## config.mk

```make
export PLATFORM = sky130hd
export DESIGN_NAME = sfe_capture
export DESIGN_NICKNAME = d
export VERILOG_FILES = /design/src/pkg/sfe_pkg.sv /design/src/rtl/sfe_capture.sv /design/src/rtl/sfe_fifo.sv
export SDC_FILE = /design/constraint.sdc
export NUM_CORES = 1
export LEC_CHECK = 0
export BUFFER_PORTS_ARGS = -buffer_cell sky130_fd_sc_hd__buf_2
export CAP_MARGIN = 20
export CORE_AREA = 2 2 454 231
export CTS_BUF_LIST = sky130_fd_sc_hd__clkbuf_4
export CTS_CLUSTER_SIZE = 30
export DETAILED_ROUTE_END_ITERATION = 16
export DIE_AREA = 0 0 456 233
export GPL_TIMING_DRIVEN = 0
export PLACE_DENSITY = 0.65
export SYNTH_ARGS = -nofsm -noshare
export SYNTH_HDL_FRONTEND = slang
export SYNTH_SLANG_ARGS = --single-unit
```

## constraint.sdc

```tcl
create_clock -name pclk -period 9.1 [get_ports pclk]
set_clock_uncertainty 0.2 [all_clocks]
set_input_delay 0.455 -clock pclk [delete_from_list [all_inputs] [get_ports pclk]]
set_output_delay 0.455 -clock pclk [all_outputs]
set_load 0.01 [all_outputs]
```

## src/pkg/sfe_pkg.sv

```systemverilog
// constants, register map and carrier types of the nibble capture front end
// assumes one 200 MHz clock and an apb master with 32-bit data
package sfe_pkg;
  localparam int unsigned CLK_MHZ      = 200;
  localparam int unsigned TICK_NS      = 3000;
  localparam int unsigned TICK_CYC     = TICK_NS * CLK_MHZ / 1000;
  localparam int unsigned FILT_NOM     = 5;
  localparam int unsigned FILT_PCT     = 75;
  localparam int unsigned TMO_NOM      = 56;
  localparam int unsigned TMO_PCT      = 125;
  // least interval rounds up, timeout compare is exact here
  localparam logic [15:0] FILT_TICKS   = 16'((FILT_NOM * FILT_PCT + 99) / 100);
  localparam logic [15:0] TMO_TICKS    = 16'(TMO_NOM * TMO_PCT / 100);
  localparam logic [3:0]  PRIO_TMO     = 4'hA;
  localparam logic [3:0]  PRIO_NIB     = 4'hB;
  localparam logic [3:0]  PRIO_NOTE    = 4'h1;
  localparam logic [7:0]  FRAME_RST    = 8'h09;
  localparam logic [15:0] TICKDIV_RST  = 16'(TICK_CYC);
  localparam logic [6:0]  WRAP_NARROW  = 7'h3F;
  localparam logic [6:0]  WRAP_WIDE    = 7'h7F;
  localparam logic [6:0]  STEP_NARROW  = 7'h02;
  localparam logic [6:0]  STEP_WIDE    = 7'h04;
  localparam int unsigned FIFO_DEPTH   = 8;
  localparam logic [11:0] ADDR_CTRL    = 12'h000;
  localparam logic [11:0] ADDR_FRAME   = 12'h004;
  localparam logic [11:0] ADDR_TICKDIV = 12'h008;
  localparam logic [11:0] ADDR_STATUS  = 12'h00C;
  localparam logic [11:0] ADDR_NOTIFY  = 12'h010;
  localparam logic [11:0] ADDR_CAPT    = 12'h014;
  localparam logic [11:0] ADDR_DMA     = 12'h018;
  localparam logic [11:0] ADDR_BUF     = 12'h080;
  localparam int unsigned CTRL_EN      = 0;
  localparam int unsigned CTRL_WIDE    = 1;
  localparam int unsigned ST_FRAME     = 0;
  localparam int unsigned ST_TMO       = 1;
  localparam int unsigned ST_OVF       = 2;
  localparam int unsigned ST_NOTE      = 3;
  localparam int unsigned NOTE_FRAME   = 0;
  localparam int unsigned NOTE_ERR     = 1;

  typedef struct packed {
    logic timeout;
    logic nibble;
    logic notify;
  } sfe_irq_t;

  typedef struct packed {
    logic en;
    logic wide;
  } sfe_ctrl_t;
endpackage

```

## src/rtl/sfe_capture.sv

```systemverilog
// nibble capture front end: tick timer, edge capture, glitch filter,
// timeout compare, request edge detector and wrapping dma buffer
// assumes sensor pin synchronous to pclk and an apb master
//
// The APB register port and the placing of the registers were chosen for this implementation.
`timescale 1ns/1ps
module sfe_capture
  import sfe_pkg::*;
#(
  parameter int unsigned TW = 16
) (
  input  wire logic        pclk,
  input  wire logic        presetn,
  input  wire logic [11:0] paddr,
  input  wire logic        psel,
  input  wire logic        penable,
  input  wire logic        pwrite,
  input  wire logic [31:0] pwdata,
  output      logic [31:0] prdata,
  output      logic        pready,
  output      logic        pslverr,
  input  wire logic        sensor_input_pin,
  output      logic        filter_event_line,
  output      logic        dma_request_line,
  output      sfe_irq_t    irq,
  output      logic [3:0]  irq_priority
);
  sfe_ctrl_t   ctrl;
  logic [7:0]  frame_nibble_count;
  logic [15:0] tick_div;
  logic [3:0]  status;
  logic [15:0] div_cnt;
  logic [TW-1:0] period_timer_cell;
  logic [TW-1:0] edge_capture_cell;
  logic        sensor_q;
  logic        tmo_hit;
  logic        event_q;
  logic [6:0]  dest;
  logic [7:0]  remain;
  logic [31:0] buffer [32];

  // apb decode
  wire acc      = psel && penable;
  wire wr       = acc && pwrite;
  wire rd       = acc && !pwrite;
  wire in_buf   = paddr[11:7] == ADDR_BUF[11:7];
  wire hit_ctrl = paddr == ADDR_CTRL;
  wire hit_frm  = paddr == ADDR_FRAME;
  wire hit_div  = paddr == ADDR_TICKDIV;
  wire hit_st   = paddr == ADDR_STATUS;
  wire hit_note = paddr == ADDR_NOTIFY;
  wire hit_capt = paddr == ADDR_CAPT;
  wire hit_dma  = paddr == ADDR_DMA;
  wire mapped   = hit_ctrl || hit_frm || hit_div || hit_st || hit_note
                  || hit_capt || hit_dma || in_buf;
  wire [31:0] buf_word = buffer[paddr[6:2]];

  assign pready  = 1'b1;
  assign pslverr = acc && !mapped;
  assign prdata  = !rd      ? 32'h0000_0000 :
                   hit_ctrl ? {30'h0, ctrl.wide, ctrl.en} :
                   hit_frm  ? {24'h0, frame_nibble_count} :
                   hit_div  ? {16'h0, tick_div} :
                   hit_st   ? {28'h0, status} :
                   hit_capt ? 32'(edge_capture_cell) :
                   hit_dma  ? {17'h0, remain, dest} :
                   in_buf   ? buf_word : 32'h0000_0000;

  // tick divider: one-cycle enable per nominal tick
  // compare is >= so a smaller divisor written mid-count cannot stall a full wrap
  wire tick     = ctrl.en && (div_cnt >= tick_div - 16'h0001);
  wire fall     = ctrl.en && sensor_q && !sensor_input_pin;
  wire tmo_now  = tick && !fall && !tmo_hit
                  && (period_timer_cell == TW'(TMO_TICKS) - TW'(1));
  wire pass     = fall && (period_timer_cell >= TW'(FILT_TICKS));
  wire req_rise = filter_event_line && !event_q;

  // request buffering: capture value queued per request
  logic        q_ready;
  logic        q_valid;
  logic [31:0] q_data;
  wire  wide    = ctrl.wide;
  wire  drain   = !(acc && in_buf);
  wire  mem_we  = q_valid && drain;
  wire  last    = (remain == 8'h01);
  wire  [6:0] step = wide ? STEP_WIDE : STEP_NARROW;
  wire  [6:0] wrap = wide ? WRAP_WIDE : WRAP_NARROW;
  wire  [6:0] next_dest = (dest + step) & wrap;
  wire  [7:0] next_remain = last ? frame_nibble_count : remain - 8'h01;

  sfe_fifo #(
    .W (32),
    .D (FIFO_DEPTH)
  ) sfe_fifo_inst (
    .pclk      (pclk),
    .presetn   (presetn),
    .in_valid  (dma_request_line),
    .in_ready  (q_ready),
    .in_data   (32'(edge_capture_cell)),
    .out_valid (q_valid),
    .out_ready (drain),
    .out_data  (q_data)
  );

  wire note_wr  = wr && hit_note;
  wire note_any = note_wr && (pwdata[NOTE_FRAME] || pwdata[NOTE_ERR]);
  wire [3:0] st_set = {note_any, dma_request_line && !q_ready,
                       tmo_now, mem_we && last};
  wire [3:0] st_clr = (wr && hit_st) ? pwdata[3:0] : 4'h0;

  always_ff @(posedge pclk or negedge presetn) begin
    if (!presetn) begin
      ctrl               <= '0;
      frame_nibble_count <= FRAME_RST;
      tick_div           <= TICKDIV_RST;
      status             <= 4'h0;
    end else begin
      if (wr && hit_ctrl) begin
        ctrl.en   <= pwdata[CTRL_EN];
        ctrl.wide <= pwdata[CTRL_WIDE];
      end
      if (wr && hit_frm && pwdata[7:0] != 8'h00) begin
        frame_nibble_count <= pwdata[7:0];
      end
      if (wr && hit_div && pwdata[15:0] != 16'h0000) begin
        tick_div <= pwdata[15:0];
      end
      // a flag raised in the clearing cycle survives
      status <= (status & ~st_clr) | st_set;
    end
  end

  always_ff @(posedge pclk or negedge presetn) begin
    if (!presetn) begin
      div_cnt <= 16'h0000;
    end else if (!ctrl.en || tick) begin
      div_cnt <= 16'h0000;
    end else begin
      div_cnt <= div_cnt + 16'h0001;
    end
  end

  // timer saturates instead of wrapping so a dead line stays timed out
  always_ff @(posedge pclk or negedge presetn) begin
    if (!presetn) begin
      period_timer_cell <= '0;
      sensor_q          <= 1'b1;
    end else begin
      sensor_q <= sensor_input_pin;
      if (!ctrl.en || fall) begin
        period_timer_cell <= '0;
      end else if (tick && period_timer_cell != '1) begin
        period_timer_cell <= period_timer_cell + 1'b1;
      end
    end
  end

  always_ff @(posedge pclk or negedge presetn) begin
    if (!presetn) begin
      edge_capture_cell <= '0;
      tmo_hit           <= 1'b0;
      filter_event_line <= 1'b0;
    end else begin
      if (fall) begin
        edge_capture_cell <= period_timer_cell;
      end
      // timeout holds until the next falling edge or until ctrl.en is cleared
      if (fall || !ctrl.en) begin
        tmo_hit <= 1'b0;
      end else if (tmo_now) begin
        tmo_hit <= 1'b1;
      end
      filter_event_line <= pass;
    end
  end

  always_ff @(posedge pclk or negedge presetn) begin
    if (!presetn) begin
      event_q          <= 1'b0;
      dma_request_line <= 1'b0;
    end else begin
      event_q          <= filter_event_line;
      dma_request_line <= req_rise;
    end
  end

  // dma channel: fixed source, wrapping destination, continuous count
  always_ff @(posedge pclk or negedge presetn) begin
    if (!presetn) begin
      dest   <= 7'h00;
      remain <= FRAME_RST;
    end else if (!ctrl.en) begin
      dest   <= 7'h00;
      remain <= frame_nibble_count;
    end else if (mem_we) begin
      dest   <= next_dest;
      remain <= next_remain;
    end
  end

  always_ff @(posedge pclk) begin
    if (mem_we) begin
      if (wide) begin
        buffer[dest[6:2]] <= q_data;
      end else if (dest[1]) begin
        buffer[dest[6:2]][31:16] <= q_data[15:0];
      end else begin
        buffer[dest[6:2]][15:0] <= q_data[15:0];
      end
    end
  end

  // interrupt pulses; priority holds the highest source of the latest interrupt cycle
  always_ff @(posedge pclk or negedge presetn) begin
    if (!presetn) begin
      irq          <= '0;
      irq_priority <= 4'h0;
    end else begin
      irq.timeout <= tmo_now;
      irq.nibble  <= mem_we && last;
      irq.notify  <= note_any;
      if (mem_we && last) begin
        irq_priority <= PRIO_NIB;
      end else if (tmo_now) begin
        irq_priority <= PRIO_TMO;
      end else if (note_any) begin
        irq_priority <= PRIO_NOTE;
      end
    end
  end

  property p_timer_clear;
    @(posedge pclk) disable iff (!presetn)
    fall |=> period_timer_cell == '0;
  endproperty
  a_timer_clear: assert property (p_timer_clear)
    else $error("timer not cleared by capture");

  property p_capture;
    @(posedge pclk) disable iff (!presetn)
    fall |=> edge_capture_cell == $past(period_timer_cell);
  endproperty
  a_capture: assert property (p_capture)
    else $error("capture does not hold timer value");

  property p_filter;
    @(posedge pclk) disable iff (!presetn)
    fall |=> filter_event_line == (edge_capture_cell >= TW'(FILT_TICKS));
  endproperty
  a_filter: assert property (p_filter)
    else $error("filter event disagrees with threshold");

  property p_timeout;
    @(posedge pclk) disable iff (!presetn)
    tmo_now |=> irq.timeout && period_timer_cell == TW'(TMO_TICKS) && irq_priority != 4'h0;
  endproperty
  a_timeout: assert property (p_timeout)
    else $error("timeout not raised at compare value");

  property p_request;
    @(posedge pclk) disable iff (!presetn)
    $rose(filter_event_line) |=> dma_request_line ##1 !dma_request_line;
  endproperty
  a_request: assert property (p_request)
    else $error("request not a single pulse per event");

  property p_narrow;
    @(posedge pclk) disable iff (!presetn)
    mem_we && ctrl.en && !wide |=> dest == (($past(dest) + 7'h02) & 7'h3F);
  endproperty
  a_narrow: assert property (p_narrow)
    else $error("narrow destination step or wrap wrong");

  property p_count;
    @(posedge pclk) disable iff (!presetn)
    mem_we && ctrl.en && last |=> irq.nibble && irq_priority == PRIO_NIB
      && remain == frame_nibble_count;
  endproperty
  a_count: assert property (p_count)
    else $error("nibble interrupt missing at count zero");

  property p_wide;
    @(posedge pclk) disable iff (!presetn)
    mem_we && ctrl.en && wide |=> dest == (($past(dest) + 7'h04) & 7'h7F);
  endproperty
  a_wide: assert property (p_wide)
    else $error("wide destination step or wrap wrong");

  property p_notify;
    @(posedge pclk) disable iff (!presetn)
    note_any |=> irq.notify ##1 !irq.notify;
  endproperty
  a_notify: assert property (p_notify)
    else $error("notification pulse missing");

  property p_frame_len;
    @(posedge pclk) disable iff (!presetn)
    !ctrl.en ##1 !ctrl.en |-> remain == $past(frame_nibble_count);
  endproperty
  a_frame_len: assert property (p_frame_len)
    else $error("transaction length not frame count");

  property p_timer_hold;
    @(posedge pclk) disable iff (!presetn)
    ctrl.en && !fall && !tick |=> period_timer_cell == $past(period_timer_cell);
  endproperty
  a_timer_hold: assert property (p_timer_hold)
    else $error("timer moved without a tick");

  property p_timer_step;
    @(posedge pclk) disable iff (!presetn)
    ctrl.en && tick && !fall && period_timer_cell != '1
      |=> period_timer_cell == $past(period_timer_cell) + TW'(1);
  endproperty
  a_timer_step: assert property (p_timer_step)
    else $error("timer missed a tick");

  property p_event_src;
    @(posedge pclk) disable iff (!presetn)
    filter_event_line |-> $past(fall);
  endproperty
  a_event_src: assert property (p_event_src)
    else $error("filter event without a captured edge");

  property p_req_clear;
    @(posedge pclk) disable iff (!presetn)
    dma_request_line |=> !dma_request_line;
  endproperty
  a_req_clear: assert property (p_req_clear)
    else $error("request flag did not clear itself");

  property p_step_hold;
    @(posedge pclk) disable iff (!presetn)
    ctrl.en && !mem_we |=> dest == $past(dest);
  endproperty
  a_step_hold: assert property (p_step_hold)
    else $error("destination moved without a transfer");

  property p_status_frame;
    @(posedge pclk) disable iff (!presetn)
    mem_we && last |=> status[ST_FRAME];
  endproperty
  a_status_frame: assert property (p_status_frame)
    else $error("transaction done flag not set");

  property p_status_tmo;
    @(posedge pclk) disable iff (!presetn)
    tmo_now |=> status[ST_TMO];
  endproperty
  a_status_tmo: assert property (p_status_tmo)
    else $error("timeout flag not set");

  property p_notify_prio;
    @(posedge pclk) disable iff (!presetn)
    note_any && !tmo_now && !(mem_we && last) |=> irq_priority == PRIO_NOTE;
  endproperty
  a_notify_prio: assert property (p_notify_prio)
    else $error("notification priority wrong");
endmodule

```

## src/rtl/sfe_fifo.sv

```systemverilog
// small synchronous fifo with valid/ready on both sides
// assumes both sides on pclk; full and empty are exact
`timescale 1ns/1ps
module sfe_fifo #(
  parameter int unsigned W = 16,
  parameter int unsigned D = 8
) (
  input  wire logic         pclk,
  input  wire logic         presetn,
  input  wire logic         in_valid,
  output      logic         in_ready,
  input  wire logic [W-1:0] in_data,
  output      logic         out_valid,
  input  wire logic         out_ready,
  output      logic [W-1:0] out_data
);
  localparam int unsigned AW = $clog2(D);
  logic [W-1:0] mem [D];
  logic [AW-1:0] wr_ptr;
  logic [AW-1:0] rd_ptr;
  logic [AW:0]   fill;
  wire push = in_valid && in_ready;
  wire pop  = out_valid && out_ready;

  assign in_ready  = (fill != (AW+1)'(D));
  assign out_valid = (fill != '0);
  assign out_data  = mem[rd_ptr];

  always_ff @(posedge pclk or negedge presetn) begin
    if (!presetn) begin
      wr_ptr <= '0;
      rd_ptr <= '0;
      fill   <= '0;
    end else begin
      if (push) begin
        wr_ptr <= (wr_ptr == AW'(D-1)) ? '0 : wr_ptr + 1'b1;
      end
      if (pop) begin
        rd_ptr <= (rd_ptr == AW'(D-1)) ? '0 : rd_ptr + 1'b1;
      end
      fill <= fill + (AW+1)'(push) - (AW+1)'(pop);
    end
  end

  always_ff @(posedge pclk) begin
    if (push) begin
      mem[wr_ptr] <= in_data;
    end
  end
endmodule

```

==> metrics.md <==
| Metric | Value |
|---|---|
| Status | `completed` |
| Final ANT Viol Nets | `0` |
| Post-Route WL | `145,000 um` |
| Total congestion overflow | `0` |
| Non-filler instance count after layout | `4,665` |
| Vias in the first global route | `28,676` |
| Cell taking the most area after synthesis | `edfxtp_1` |
| Share of the synthesized area in the top cell type | `68.2%` |
| Vias | `29,502` |
| Clock Sinks | `1,264` |
| Clock share of power | `30.1%` |
| Core area | `102,000 um^2` |
| Global-route total usage across every layer | `27.5%` |
| Syn. warnings | `0` |
| Largest net degree at the start of global routing | `77` |
| Avg Inst Size Synth | `19.6 um^2` |
| Final nets | `3,202` |
| Switching part of the total power | `29.1%` |
| Syn Nets | `2,675` |
| Row cnt | `83` |
| Hold WC Path Type | `flip-flop to flip-flop` |
| Initial antenna violation count | `10` |
| Final Hold Fails | `0` |
| Mapped cell area | `50,700 um^2` |
| Number of H-tree levels | `5` |
| Final Setup Violations | `0` |
| Routed WL per cell | `31.1 um` |
| Clock tree from TritonCTS | `done` |
| Top-count cell post-synth | `edfxtp_1` |
| Port bufs | `72` |
| Async S/R FF share, synth | `8.86%` |
| Clock Latency Late Sink | `1.19 ns` |
| Area after DPL | `54,400 um^2` |
| Crit-path max FO | `10` |
| CP Capture Type | `output pin` |
| Post-CTS setup buffer count | `0` |
| Internal | `10.5 mW` |
| Initial DRT Pass Iterations | `8` |
| # Max-Cap Violations | `0` |
| Logic pwr share | `18.3%` |
| Area grow syn2layout | `16.0%` |
| Tot Pwr | `14.9 mW` |
| CTS max path bufs | `4` |
| Filler cell count | `7,427` |
| Leak pwr | `19.9 nW` |
| Worst path arrival time | `4.91 ns` |
| Cell count after synthesis | `2,587` |
| Clock tree root driver cell | `clkbuf_4` |
| Setup TNS | `0 ns` |
| Pre-CTS setup slack | `4.28 ns` |
| Worst VDD drop | `0.142 mV` |
| Ys flop type | `edfxtp_1` |
| Final WS setup | `3.53 ns` |
| Hold Buf Count CTS | `63` |
| Routability cong. | `0.960` |
| Net Switching | `4.33 mW` |
| Final Cell Area | `58,800 um^2` |
| Share of layout cells above drive strength 1 | `34.4%` |
| Worst hold slack | `0.196 ns` |
| Remaining DRCs | `0` |
| Startpoint types | `primary input` |
| Drt via density | `6.32` |
| Die area | `106,000 um^2` |
| Post-synth top cells | `edfxtp_1 (1,152), mux4_2 (316), nor2_1 (144)` |
| Die Y | `233 um` |
| Slew @ Worst Pin | `1.23 ns` |
| Starting Density | `49.8%` |
| Largest cells by area after synthesis | `edfxtp_1 (68%), mux4_2 (14%), dfrtp_1 (5.1%), nor2_1 (1.1%), mux2_2 (1.1%)` |
| Number of top-level pins | `93` |
| Cell variety after synth | `69` |
| Max Slew Vio Count | `0` |
| Clock transition at path regs | `0.07 ns` |
| HPWL Detailed | `99,400 um` |
| Seq cells post-synth | `1,264` |
| Num CTS Buffers | `298` |
| Max Freq | `0.180 GHz` |
| Period Utilization, post-route | `61.2%` |
| Die Span X | `456 um` |
| Post-synth EDFFs | `1,152` |
| Util after Layout | `57.7%` |
| Cells after DPL | `4,097` |
| Initial DRC Count | `4,337` |
| Pwr dens | `253 nW/um^2` |
| Max-slew headroom | `17.8%` |
| Unrepaired setup endpoints after global routing | `false` |
| Period minus WS final | `5.57 ns` |
| Power share of the sequential group | `51.6%` |
| Cts repair resizes | `0` |
| Critical setup path kind | `primary input to output pin` |
| WP data required | `8.45 ns` |
| Register area share after synthesis | `73.8%` |
| Global-route wire length before repair | `205,000 um` |
-- power groups by stage --
stage	clock network [mW]	registers, mW	logic [mW]
2_1_floorplan	0	7.71	1.41
3_3_place_gp	0	7.78	2.29
3_5_place_dp	0	7.79	2.63
4_1_cts	4.55	7.67	2.65
5_1_grt	4.83	7.72	2.84
6_report	4.47	7.67	2.73
-- cell type report --
type | instances | area, um^2 | share of cell area (%)
flip-flops and latches | 1264 | 37400 | 63.6
clock buffers | 427 | 3210 | 5.45
well taps | 1360 | 1700 | 2.89
diodes | 5 | 12.5 | 0.0213
inverters | 31 | 116 | 0.198
repair buffers | 227 | 2700 | 4.58
multi-input cells | 1160 | 12700 | 21.6
clock inverters | 59 | 304 | 0.517
plain buffers | 132 | 699 | 1.19
-- worst max-delay path, cell delays in order --
cell and delay (ns):
dlygate4sd3_1 0.53, buf_2 0.25, buf_2 0.37, buf_2 0.46, buf_1 0.58, mux4_2 0.41, a22oi_1 0.49, nand2_1 0.21
a21oi_1 0.64, o21ai_0 0.28, buf_2 0.21
-- cells in the final DEF (no fill, tap or decap), types with 12 or more instances in the layout --
cell,n
buf_6,18
and3_1,28
nand2_1,128
mux2_2,48
o22ai_1,15
buf_16,26
mux4_2,316
buf_4,26
xor2_1,15
a22o_1,16
nor3_1,31
nor2_2,68
nand2b_1,12
dlygate4sd3_1,62
nor4_1,14
nand4_1,12
mux2i_1,29
clkbuf_1,47
a31oi_1,12
buf_2,105
nand3_1,26
nor2_1,77
clkinv_1,46
a21oi_1,53
buf_8,53
inv_1,31
edfxtp_1,1152
o21ai_0,54
buf_1,18
dfrtp_1,103
a22oi_1,30
clkbuf_4,427
ha_1,36
xnor2_1,22
-- cells by family after synthesis --
kind of cell / share of synthesized area, %
flip-flops: 73.8
adder cells (fa/ha/maj): 0.967
XOR/XNOR: 0.639
AND/OR/NAND/NOR: 4.36
buffers and inverters: 1.61
AO/OA/AOI/OAI: 2.96
multiplexers: 15.7
other: 0.0148
-- metal layers --
layer | up-vias | GRT usage (%) | share of wire [%]
met5 | - | 0 | 0.018
met4 | 4 | 7.76 | 2.0
met3 | 236 | 11.5 | 17
met2 | 2254 | 33.9 | 38
met1 | 15218 | 43.8 | 42
li1 | 11790 | - | -
-- sequential cells by signal, summed over array words and instances (netlist names), 8 cells and up --
register,flops
buffer,1024
sfe_fifo_inst.mem,128
div_cnt,16
edge_capture_cell,16
period_timer_cell,16
tick_div,16
frame_nibble_count,8
remain,8
-- final timing paths --
| path | slack, ns | endpoint | startpoint | cells past startpoint |
|---|---|---|---|---|
| max reg2reg | 4.48 | div_cnt[7]$_DFF_PN0_ | tick_div[5]$_DFFE_PN0P_ | 12 |
| min in group asynchronous | 0.66 | dest[2]$_DFFE_PN0N_ | presetn | 5 |
| max | 3.53 | prdata[8] | paddr[3] | 11 |
| min | 0.20 | event_q$_DFF_PN0_ | filter_event_line$_DFF_PN0_ | 0 |
| min reg2reg | 0.20 | event_q$_DFF_PN0_ | filter_event_line$_DFF_PN0_ | 0 |
| max in group asynchronous | 7.36 | tick_div[6]$_DFFE_PN1P_ | presetn | 6 |
(Power assumes the default switching activity.)
